==> src/common/skpmux_consts.vh <==
// Constants for the serial and key port pin multiplexer
`ifndef SKPMUX_CONSTS_VH
`define SKPMUX_CONSTS_VH

// ****************************************
// Register byte addresses
// ****************************************
`define SKPMUX_THIRD_DATA_ADDR 32'hFFFFF050
`define SKPMUX_SECOND_DATA_ADDR 32'hFFFFF051
`define SKPMUX_FIRST_DATA_ADDR 32'hFFFFF052
`define SKPMUX_THIRD_DIR_ADDR 32'hFFFFF054
`define SKPMUX_SECOND_DIR_ADDR 32'hFFFFF055
`define SKPMUX_FIRST_DIR_ADDR 32'hFFFFF056
`define SKPMUX_THIRD_FSEL_ADDR 32'hFFFFF058
`define SKPMUX_SECOND_FSEL_ADDR 32'hFFFFF059
`define SKPMUX_FIRST_FSEL_ADDR 32'hFFFFF05A
`define SKPMUX_THIRD_OD_ADDR 32'hFFFFF05C
`define SKPMUX_SECOND_OD_ADDR 32'hFFFFF05D
`define SKPMUX_FIRST_OD_ADDR 32'hFFFFF05E

// ****************************************
// Reset values and implemented bit masks
// ****************************************
`define SKPMUX_LATCH_RST 8'hFF
`define SKPMUX_CTRL_RST 8'h00
`define SKPMUX_FIRST_OD_MASK 8'h6D
`define SKPMUX_SECOND_OD_MASK 8'h5B
`define SKPMUX_THIRD_OD_MASK 8'h05

// ****************************************
// Field positions
// ****************************************
`define SKPMUX_SECOND_KEY_BIT 7
`define SKPMUX_THIRD_KEY_LO 3
`define SKPMUX_THIRD_KEY_HI 7
`endif

==> src/hdl/skpmux_pad.v <==
// Per-pin output mux, open-drain control and readback for one port
`timescale 1ns/1ps
module skpmux_pad (
  input wire [7:0] latch, // Output latch
  input wire [7:0] dir, // Direction, 1 = output
  input wire [7:0] fsel, // Function select, 1 = peripheral
  input wire [7:0] od, // Open-drain enable
  input wire [7:0] alt, // Peripheral output values
  input wire [7:0] alt_oe, // Peripheral wants to drive
  input wire [7:0] pin_s, // Synchronised pin levels
  output reg [7:0] pad_out, // Pin drive value
  output reg [7:0] pad_oe, // Pin drive enable
  output reg [7:0] rd_val // Data register readback
);
  genvar gi;

  // ****************************************
  // Per-pin logic
  // ****************************************
  generate
    for (gi = 0; gi < 8; gi = gi + 1) begin : g_pin
      reg val; // Value before open-drain shaping
      reg drv; // Drive request before open-drain shaping
      always @* begin
        val = fsel[gi] ? alt[gi] : latch[gi];
        drv = dir[gi] & (~fsel[gi] | alt_oe[gi]);
        // Open drain only pulls low; a high is left to the pull-up
        if (od[gi]) begin
          pad_out[gi] = 1'b0;
          pad_oe[gi] = drv & ~val;
        end else begin
          pad_out[gi] = val;
          pad_oe[gi] = drv;
        end
        // Outputs read back the latch, inputs read the pin
        rd_val[gi] = dir[gi] ? latch[gi] : pin_s[gi];
      end
    end
  endgenerate
endmodule

==> src/hdl/skpmux_sync.v <==
// Three-stage pin synchroniser with agreement filter
`timescale 1ns/1ps
module skpmux_sync (
  input wire clk, // System clock
  input wire rst, // Asynchronous reset, high
  input wire [7:0] pin_i, // Raw pin levels
  output reg [7:0] pin_s // Filtered synchronous levels
);
  reg [7:0] s1_q; // First stage, read only by the second
  reg [7:0] s2_q; // Second stage
  reg [7:0] s3_q; // Third stage
  genvar gi;

  // ****************************************
  // Per-bit stages
  // ****************************************
  generate
    for (gi = 0; gi < 8; gi = gi + 1) begin : g_bit
      // Level only moves once two settled stages agree, so a metastable blip never counts
      always @(posedge clk or posedge rst) begin
        if (rst) begin
          s1_q[gi] <= 1'b1;
          s2_q[gi] <= 1'b1;
          s3_q[gi] <= 1'b1;
          pin_s[gi] <= 1'b1;
        end else begin
          s1_q[gi] <= pin_i[gi];
          s2_q[gi] <= s1_q[gi];
          s3_q[gi] <= s2_q[gi];
          if (s2_q[gi] == s3_q[gi]) begin
            pin_s[gi] <= s3_q[gi];
          end
        end
      end
    end
  endgenerate
endmodule

==> src/hdl/skpmux_top.v <==
// Pin multiplexer for three serial and key wake-up ports
//
// Notes on behaviour
// - Second port direction: 0 input, 1 output
// - Reset clears second port direction and function
// - Third port direction: 0 input, 1 output
// - Reset clears third port direction and function
// - Reset leaves inputs, output latches set high
// - Function bit 0 port, 1 peripheral
// - Second pins 0,3,6: clock/CTS channels 2-4
// - Second pins 1,4: transmit channels 3,4
// - Second pins 2,5: receive channels 3,4
// - Second pin 7 is key line eight
// - Pin 7 pull-up needs key and pull-up enable
// - Pin 7 pull-up off as general I/O
// - Third pins 0-2: channel 5 transmit/receive/clock
// - Third pins 3-7 are key lines 9-13
// - Third pins 3-7 pull-up needs key enable
// - Third pins 3-7 pull-ups off as I/O
// - First port function bits map channels 0-2
// - First open-drain bits 0,2,3,5,6 only
// - Second open-drain bits 0,1,3,4,6, reset zero
// - First function and open-drain write-only, zero
// - Reset clears first port direction and function
`timescale 1ns/1ps
`include "skpmux_consts.vh"
module skpmux_top (
  input wire clk, // System clock, 25 MHz
  input wire rst, // Asynchronous reset, high
  input wire [31:0] addr, // Register byte address
  input wire [7:0] wr_data, // Register write data
  input wire wr_en, // Write strobe
  input wire rd_en, // Read strobe
  output reg [7:0] rd_data_q, // Read data, cycle after strobe
  input wire [7:0] first_pin_i, // First port pin levels
  output reg [7:0] first_pin_o_q, // First port pin drive value
  output reg [7:0] first_pin_oe_q, // First port pin drive enable
  input wire [7:0] second_pin_i, // Second port pin levels
  output reg [7:0] second_pin_o_q, // Second port pin drive value
  output reg [7:0] second_pin_oe_q, // Second port pin drive enable
  input wire [7:0] third_pin_i, // Third port pin levels
  output reg [7:0] third_pin_o_q, // Third port pin drive value
  output reg [7:0] third_pin_oe_q, // Third port pin drive enable
  input wire [5:0] ser_txd, // Channel transmit data
  output reg [5:0] ser_rxd_q, // Channel receive data
  input wire [5:0] ser_sclk_o, // Channel clock out value
  input wire [5:0] ser_sclk_oe, // Channel drives its clock
  output reg [5:0] ser_sclk_cts_q, // Channel clock in or clear-to-send
  output reg [5:0] key_line_q, // Key lines eight to thirteen
  input wire [5:0] key_line_setup, // Key input enabled per line
  input wire key_pullup_enable, // Wake-up block pull-up enable
  output reg second_port_pin7_pu_q, // Second port pin 7 pull-up on
  output reg [4:0] third_port_upper_pins_pu_q // Third port pins 3-7 pull-ups on
);

  // ****************************************
  // Register state
  // ****************************************
  reg [7:0] first_port_data_q; // First port output latch
  reg [7:0] second_port_data_q; // Second port output latch
  reg [7:0] third_port_data_q; // Third port output latch
  reg [7:0] first_port_direction_q; // First port direction
  reg [7:0] second_port_direction_q; // Second port direction
  reg [7:0] third_port_direction_q; // Third port direction
  reg [7:0] first_port_function_select_q; // First port function select
  reg [7:0] second_port_function_select_q; // Second port function select
  reg [7:0] third_port_function_select_q; // Third port function select
  reg [7:0] first_port_open_drain_q; // First port open-drain
  reg [7:0] second_port_open_drain_q; // Second port open-drain
  reg [7:0] third_port_open_drain_q; // Third port open-drain

  // ****************************************
  // Internal nets
  // ****************************************
  wire [7:0] first_s; // Synchronised first port pins
  wire [7:0] second_s; // Synchronised second port pins
  wire [7:0] third_s; // Synchronised third port pins
  reg [7:0] first_alt; // First port peripheral values
  reg [7:0] first_alt_oe; // First port peripheral drive
  reg [7:0] second_alt; // Second port peripheral values
  reg [7:0] second_alt_oe; // Second port peripheral drive
  reg [7:0] third_alt; // Third port peripheral values
  reg [7:0] third_alt_oe; // Third port peripheral drive
  wire [7:0] first_o; // First port drive value
  wire [7:0] first_oe; // First port drive enable
  wire [7:0] first_rd; // First port readback
  wire [7:0] second_o; // Second port drive value
  wire [7:0] second_oe; // Second port drive enable
  wire [7:0] second_rd; // Second port readback
  wire [7:0] third_o; // Third port drive value
  wire [7:0] third_oe; // Third port drive enable
  wire [7:0] third_rd; // Third port readback
  reg [5:0] rxd_d; // Next receive data
  reg [5:0] sclk_d; // Next clock or CTS inputs
  reg [5:0] key_d; // Next key line levels
  reg [7:0] rd_data_d; // Next read data

  // ****************************************
  // Pin synchronisers
  // ****************************************
  // One filter per port
  skpmux_sync u_first_sync (
    .clk(clk),
    .rst(rst),
    .pin_i(first_pin_i),
    .pin_s(first_s)
  );

  skpmux_sync u_second_sync (
    .clk(clk),
    .rst(rst),
    .pin_i(second_pin_i),
    .pin_s(second_s)
  );

  skpmux_sync u_third_sync (
    .clk(clk),
    .rst(rst),
    .pin_i(third_pin_i),
    .pin_s(third_s)
  );

  // ****************************************
  // Register writes
  // ****************************************
  // Reset puts every pin back to a general input with latch high
  always @(posedge clk or posedge rst) begin
    if (rst) begin
      first_port_data_q <= `SKPMUX_LATCH_RST;
      second_port_data_q <= `SKPMUX_LATCH_RST;
      third_port_data_q <= `SKPMUX_LATCH_RST;
      first_port_direction_q <= `SKPMUX_CTRL_RST;
      second_port_direction_q <= `SKPMUX_CTRL_RST;
      third_port_direction_q <= `SKPMUX_CTRL_RST;
      first_port_function_select_q <= `SKPMUX_CTRL_RST;
      second_port_function_select_q <= `SKPMUX_CTRL_RST;
      third_port_function_select_q <= `SKPMUX_CTRL_RST;
      first_port_open_drain_q <= `SKPMUX_CTRL_RST;
      second_port_open_drain_q <= `SKPMUX_CTRL_RST;
      third_port_open_drain_q <= `SKPMUX_CTRL_RST;
    end else if (wr_en) begin
      case (addr)
        // Output latches
        `SKPMUX_FIRST_DATA_ADDR: begin
          first_port_data_q <= wr_data;
        end
        `SKPMUX_SECOND_DATA_ADDR: begin
          second_port_data_q <= wr_data;
        end
        `SKPMUX_THIRD_DATA_ADDR: begin
          third_port_data_q <= wr_data;
        end
        // Directions
        `SKPMUX_FIRST_DIR_ADDR: begin
          first_port_direction_q <= wr_data;
        end
        `SKPMUX_SECOND_DIR_ADDR: begin
          second_port_direction_q <= wr_data;
        end
        `SKPMUX_THIRD_DIR_ADDR: begin
          third_port_direction_q <= wr_data;
        end
        // Function selects
        `SKPMUX_FIRST_FSEL_ADDR: begin
          first_port_function_select_q <= wr_data;
        end
        `SKPMUX_SECOND_FSEL_ADDR: begin
          second_port_function_select_q <= wr_data;
        end
        `SKPMUX_THIRD_FSEL_ADDR: begin
          third_port_function_select_q <= wr_data;
        end
        // Unused open-drain positions never store, so they cannot alter a pin
        `SKPMUX_FIRST_OD_ADDR: begin
          first_port_open_drain_q <= wr_data & `SKPMUX_FIRST_OD_MASK;
        end
        `SKPMUX_SECOND_OD_ADDR: begin
          second_port_open_drain_q <= wr_data & `SKPMUX_SECOND_OD_MASK;
        end
        `SKPMUX_THIRD_OD_ADDR: begin
          third_port_open_drain_q <= wr_data & `SKPMUX_THIRD_OD_MASK;
        end
        default: begin
          // Unmapped writes are dropped
        end
      endcase
    end
  end

  // ****************************************
  // Peripheral output routing
  // ****************************************
  // Transmit pins drive when selected and set as outputs; clock pins also need the channel to be master
  always @* begin
    // First port: ch0 tx/rx/clk, ch1 tx/rx/clk, ch2 tx/rx
    first_alt = {1'b1, ser_txd[2], ser_sclk_o[1], 1'b1,
      ser_txd[1], ser_sclk_o[0], 1'b1, ser_txd[0]};
    first_alt_oe = {1'b0, 1'b1, ser_sclk_oe[1], 1'b0,
      1'b1, ser_sclk_oe[0], 1'b0, 1'b1};
    // Second port: ch2 clk, ch3 tx/rx/clk, ch4 tx/rx/clk, key eight
    second_alt = {1'b1, ser_sclk_o[4], 1'b1, ser_txd[4],
      ser_sclk_o[3], 1'b1, ser_txd[3], ser_sclk_o[2]};
    second_alt_oe = {1'b0, ser_sclk_oe[4], 1'b0, 1'b1,
      ser_sclk_oe[3], 1'b0, 1'b1, ser_sclk_oe[2]};
    // Third port: ch5 tx/rx/clk, keys nine to thirteen
    third_alt = {5'h1F, ser_sclk_o[5], 1'b1, ser_txd[5]};
    third_alt_oe = {5'h00, ser_sclk_oe[5], 1'b0, 1'b1};
  end

  // ****************************************
  // Pad logic per port
  // ****************************************
  // Same pad slice for every port
  skpmux_pad u_first_pad (
    .latch(first_port_data_q),
    .dir(first_port_direction_q),
    .fsel(first_port_function_select_q),
    .od(first_port_open_drain_q),
    .alt(first_alt),
    .alt_oe(first_alt_oe),
    .pin_s(first_s),
    .pad_out(first_o),
    .pad_oe(first_oe),
    .rd_val(first_rd)
  );

  skpmux_pad u_second_pad (
    .latch(second_port_data_q),
    .dir(second_port_direction_q),
    .fsel(second_port_function_select_q),
    .od(second_port_open_drain_q),
    .alt(second_alt),
    .alt_oe(second_alt_oe),
    .pin_s(second_s),
    .pad_out(second_o),
    .pad_oe(second_oe),
    .rd_val(second_rd)
  );

  skpmux_pad u_third_pad (
    .latch(third_port_data_q),
    .dir(third_port_direction_q),
    .fsel(third_port_function_select_q),
    .od(third_port_open_drain_q),
    .alt(third_alt),
    .alt_oe(third_alt_oe),
    .pin_s(third_s),
    .pad_out(third_o),
    .pad_oe(third_oe),
    .rd_val(third_rd)
  );

  // ****************************************
  // Peripheral input routing
  // ****************************************
  // Deselected inputs idle high so a channel sees a quiet line, not port traffic
  always @* begin
    rxd_d[0] = first_port_function_select_q[1] ? first_s[1] : 1'b1;
    rxd_d[1] = first_port_function_select_q[4] ? first_s[4] : 1'b1;
    rxd_d[2] = first_port_function_select_q[7] ? first_s[7] : 1'b1;
    rxd_d[3] = second_port_function_select_q[2] ? second_s[2] : 1'b1;
    rxd_d[4] = second_port_function_select_q[5] ? second_s[5] : 1'b1;
    rxd_d[5] = third_port_function_select_q[1] ? third_s[1] : 1'b1;
    sclk_d[0] = first_port_function_select_q[2] ? first_s[2] : 1'b1;
    sclk_d[1] = first_port_function_select_q[5] ? first_s[5] : 1'b1;
    sclk_d[2] = second_port_function_select_q[0] ? second_s[0] : 1'b1;
    sclk_d[3] = second_port_function_select_q[3] ? second_s[3] : 1'b1;
    sclk_d[4] = second_port_function_select_q[6] ? second_s[6] : 1'b1;
    sclk_d[5] = third_port_function_select_q[2] ? third_s[2] : 1'b1;
    // Key lines idle high (no key pressed) when not selected
    key_d[0] = second_port_function_select_q[`SKPMUX_SECOND_KEY_BIT] ?
      second_s[`SKPMUX_SECOND_KEY_BIT] : 1'b1;
    key_d[5:1] = third_s[`SKPMUX_THIRD_KEY_HI:`SKPMUX_THIRD_KEY_LO] |
      ~third_port_function_select_q[`SKPMUX_THIRD_KEY_HI:`SKPMUX_THIRD_KEY_LO];
  end

  // ****************************************
  // Read decode
  // ****************************************
  // Control registers are write-only and read as zero, like unmapped space
  always @* begin
    rd_data_d = 8'h00;
    if (rd_en) begin
      case (addr)
        `SKPMUX_FIRST_DATA_ADDR: begin
          rd_data_d = first_rd;
        end
        `SKPMUX_SECOND_DATA_ADDR: begin
          rd_data_d = second_rd;
        end
        `SKPMUX_THIRD_DATA_ADDR: begin
          rd_data_d = third_rd;
        end
        default: begin
          rd_data_d = 8'h00;
        end
      endcase
    end
  end

  // ****************************************
  // Registered outputs
  // ****************************************
  // Every output leaves a flop; costs a cycle of pin latency, removes glitches
  always @(posedge clk or posedge rst) begin
    if (rst) begin
      rd_data_q <= 8'h00;
      first_pin_o_q <= 8'h00;
      first_pin_oe_q <= 8'h00;
      second_pin_o_q <= 8'h00;
      second_pin_oe_q <= 8'h00;
      third_pin_o_q <= 8'h00;
      third_pin_oe_q <= 8'h00;
      ser_rxd_q <= 6'h3F;
      ser_sclk_cts_q <= 6'h3F;
      key_line_q <= 6'h3F;
      second_port_pin7_pu_q <= 1'b0;
      third_port_upper_pins_pu_q <= 5'h00;
    end else begin
      rd_data_q <= rd_data_d;
      // Pin drives
      first_pin_o_q <= first_o;
      first_pin_oe_q <= first_oe;
      second_pin_o_q <= second_o;
      second_pin_oe_q <= second_oe;
      third_pin_o_q <= third_o;
      third_pin_oe_q <= third_oe;
      // Peripheral and key inputs
      ser_rxd_q <= rxd_d;
      ser_sclk_cts_q <= sclk_d;
      key_line_q <= key_d;
      // Pull-up needs key mode, line enable and the global enable
      second_port_pin7_pu_q <= second_port_function_select_q[`SKPMUX_SECOND_KEY_BIT] &
        key_line_setup[0] & key_pullup_enable;
      third_port_upper_pins_pu_q <=
        third_port_function_select_q[`SKPMUX_THIRD_KEY_HI:`SKPMUX_THIRD_KEY_LO] &
        key_line_setup[5:1] & {5{key_pullup_enable}};
    end
  end

endmodule

==> config.mk <==
export PLATFORM = sky130hd
export DESIGN_NAME = skpmux_top
export DESIGN_NICKNAME = d
export VERILOG_FILES = /design/src/hdl/skpmux_pad.v /design/src/hdl/skpmux_sync.v /design/src/hdl/skpmux_top.v
export VERILOG_INCLUDE_DIRS = /design/src /design/src/common
export SDC_FILE = /design/constraint.sdc
export NUM_CORES = 1
export LEC_CHECK = 0
export ABC_AREA = 1
export BUFFER_PORTS_ARGS = -buffer_cell sky130_fd_sc_hd__buf_4
export CORE_MARGIN = 3
export CORE_UTILIZATION = 50
export DETAILED_ROUTE_END_ITERATION = 10
export PLACE_DENSITY = 0.82
export SLEW_MARGIN = 25
export SYNTH_ARGS = -nofsm -noshare
export SYNTH_HDL_FRONTEND = slang
export SYNTH_SLANG_ARGS = --single-unit
export TNS_END_PERCENT = 20
==> constraint.sdc <==
create_clock -name clk -period 10.15 [get_ports clk]
set_input_delay 1.5225 -clock clk [delete_from_list [all_inputs] [get_ports clk]]
set_output_delay 1.5225 -clock clk [all_outputs]
set_load 0.03 [all_outputs]
==> results.json <==
{
  "max_cap_violations": 0,
  "synthDistinctLibCells": 25,
  "min_path_type": "flip-flop to flip-flop",
  "cts_tree": "done",
  "grt_antenna_before_repair": 0,
  "synth-seq-cells": 260,
  "post-cts-setup-buffers": 0,
  "synthXorXnorAreaFrac": 0,
  "path_max_fanout": 12,
  "track_usage": 0.205,
  "crit_type": "primary input to flip-flop",
  "fin_worst_skew_ns": 0.0107,
  "period_needed_ns": 2.76,
  "worstPathArrival_ns": 3.20,
  "synth.area.top_cells": "dfstp_2 38%, dfrtp_1 32%, nand2_1 7.0%",
  "grt-ovfl-total": 0,
  "synth_top_family_by_area": "simple AND/OR/NAND/NOR gates",
  "fp.dieH_um": 145,
  "clockBufferDepth": 3,
  "ctsHoldBuffers": 0,
  "io_buffers": 172,
  "drt_wl_total_um": 21500,
  "hpwlAfterDp_um": 15000,
  "worstSetupEndpointType": "flip-flop",
  "rows": 50,
  "viasPerCell": 5.01,
  "io_pins": 173,
  "worstMarginPinSlew_ns": 0.915,
  "cts_resized": 0,
  "synth_top_area_frac": 0.378,
  "first_pass_iters": 5,
  "grt_pass1_wl_um": 33700,
  "setup_viol_count_final": 0,
  "cts.clk_slew.worst_paths_ns": 0.06,
  "crit_path_start_kind": "primary input",
  "cts-buffers-inserted": 26,
  "drive_gt1_frac": 0.375,
  "fillers": 1407,
  "synth_fp_nets": 947,
  "synth_fa_ha_area_frac": 0.0250,
  "grt_start_max_net_pins": 136,
  "holdWs_ns": 0.350,
  "required_ns": 10.59,
  "start_util": 0.512,
  "yosysWarnings": 0,
  "muxShareOfSynthArea": 0,
  "status": "finished clean",
  "period_share": 0.272,
  "area_growth_pct": 24.4,
  "maxSlewHeadroom": 0.390,
  "ant_nets": 0,
  "syn_area_per_cell_um2": 11.2,
  "grt_pass1_vias": 6464,
  "core_mm2": 0.0188,
  "synth_compound_area_frac": 0.0735,
  "rsz0062_at_grt": "no",
  "cts_root_buf": "clkbuf_16",
  "drc": 0,
  "die_w_um": 145,
  "peakVddDrop_v": 0.000159,
  "synth-simple-area-share": 0.148,
  "drtIter0Drc": 541,
  "place.gp.congestion": 0.871,
  "synthCells": 854,
  "powerDensity_mw_per_mm2": 181,
  "vias": 6478,
  "wl_per_cell_um": 16.6,
  "antenna_cells": 0,
  "clock_latency_ns": 0.52,
  "ys_seq_area_frac": 0.696,
  "cts.sinks": 260,
  "yosysTopAreaCell": "dfstp_2",
  "final_nets": 1132,
  "fp.dieArea_mm2": 0.0209,
  "fmax_ghz": 0.363,
  "p_leak_nw": 5.73,
  "htreeDepth": 1,
  "syn_area_mm2": 0.00960,
  "slew_viol_final": 0,
  "final-hold-violation-count": 0,
  "timing.setup.tns_ns": 0
}
-- layout by cell type (no fill, tap or decap), types with 2 or more instances in the layout --
cell type | netlist | layout
nand2_1 | 180 | 180
maj3_1 | 24 | 24
nor2_2 | 4 | 4
o21ai_1 | 3 | 3
nand2_4 | 2 | 2
inv_1 | 103 | 102
nand3_1 | 42 | 42
buf_4 | 4 | 174
dfrtp_1 | 122 | 122
clkinv_2 | 0 | 2
nand2_2 | 5 | 5
bufinv_16 | 0 | 2
clkbuf_8 | 0 | 9
or2_2 | 13 | 13
a21oi_1 | 12 | 12
o21ai_0 | 119 | 119
clkbuf_1 | 1 | 8
nor2_8 | 3 | 3
clkbuf_16 | 0 | 27
dfstp_2 | 138 | 138
nor2_4 | 3 | 3
nand3_2 | 9 | 9
nor2_1 | 49 | 49
o21ai_2 | 4 | 4
-- report_power, final --
part | switching, W | internal [W] | leakage [nW]
Clock | 0.000374 | 0.000604 | 0.443
Combinational | 0.0000508 | 0.0000352 | 2.19
Sequential | 0.0000127 | 0.00108 | 3.10
Total | 0.000438 | 0.00172 | 5.73
-- per-stage QoR --
stage / worst slack, ns / total power, W / utilization / std cells / area, um2
global route: 7.21 / 0.00223 / 0.636 / 1293 / 11900
finish: 7.39 / 0.00216 / 0.636 / 1293 / 11900
floorplan: 1.70 / 0.00115 / - / 854 / 9600
detailed placement: 6.90 / 0.00120 / 0.588 / 1245 / 11000
global placement: 7.01 / 0.00119 / 0.588 / 1245 / 11000
CTS: 7.41 / 0.00218 / 0.636 / 1293 / 11900
-- layout make-up --
class	instances	area (um2)	area share
flip-flops and latches	260	6680	0.559
multi-input cells	473	2370	0.198
repair buffers	174	1310	0.109
clock buffers	44	830	0.0695
inverters	104	398	0.0333
well taps	234	293	0.0245
clock inverters	4	70.1	0.00587
-- per-layer routing --
layer,routed length (um),vias up,share of wire,track usage
met5,0,-,0,0
met4,596,0,0.028,0.0555
met3,1320,46,0.062,0.0387
met2,10500,201,0.49,0.342
met1,9040,3164,0.42,0.279
li1,-,3067,-,-
-- synth_stat cells (all sizes together) --
library cell / n
a21oi: 12
and3: 1
buf: 16
clkbuf: 1
dfrtp: 122
dfstp: 138
inv: 104
maj3: 24
nand2: 187
nand3: 51
nor2: 59
o21ai: 126
or2: 13
-- worst max-delay path: stages --
cell     delay (ns)
buf_4          0.11
inv_1          0.04
nand2_1        0.06
nor2_2         0.35
nand2_1        0.23
nor2_8         0.23
nand2_4        0.09
nor2_2         0.37
nand2_1        0.09
o21ai_0        0.10
-- cell families (layout without fill, tap and decap cells) --
| kind of cell | count (synthesis) | after routing |
|---|---|---|
| simple gates | 311 | 311 |
| flops | 260 | 260 |
| compound gates | 138 | 138 |
| buf+inv | 121 | 326 |
| fa+ha+maj | 24 | 24 |
-- path summary, 6_finish.rpt --
check / from / end / slack, ns / depth (start not counted)
max: addr[7] / first_port_data_q[6] / 7.39 / 10
min: u_second_sync.s1_q[4] / u_second_sync.s2_q[4] / 0.35 / 0
max reg2reg: u_third_sync.pin_s[5] / rd_data_q[5] / 8.82 / 6
min reg2reg: u_second_sync.s1_q[4] / u_second_sync.s2_q[4] / 0.35 / 0
max in group asynchronous: rst / third_pin_oe_q[2] / 7.60 / 3
min in group asynchronous: rst / second_pin_oe_q[7] / 1.16 / 2
Power figures use the tool's default switching activity.
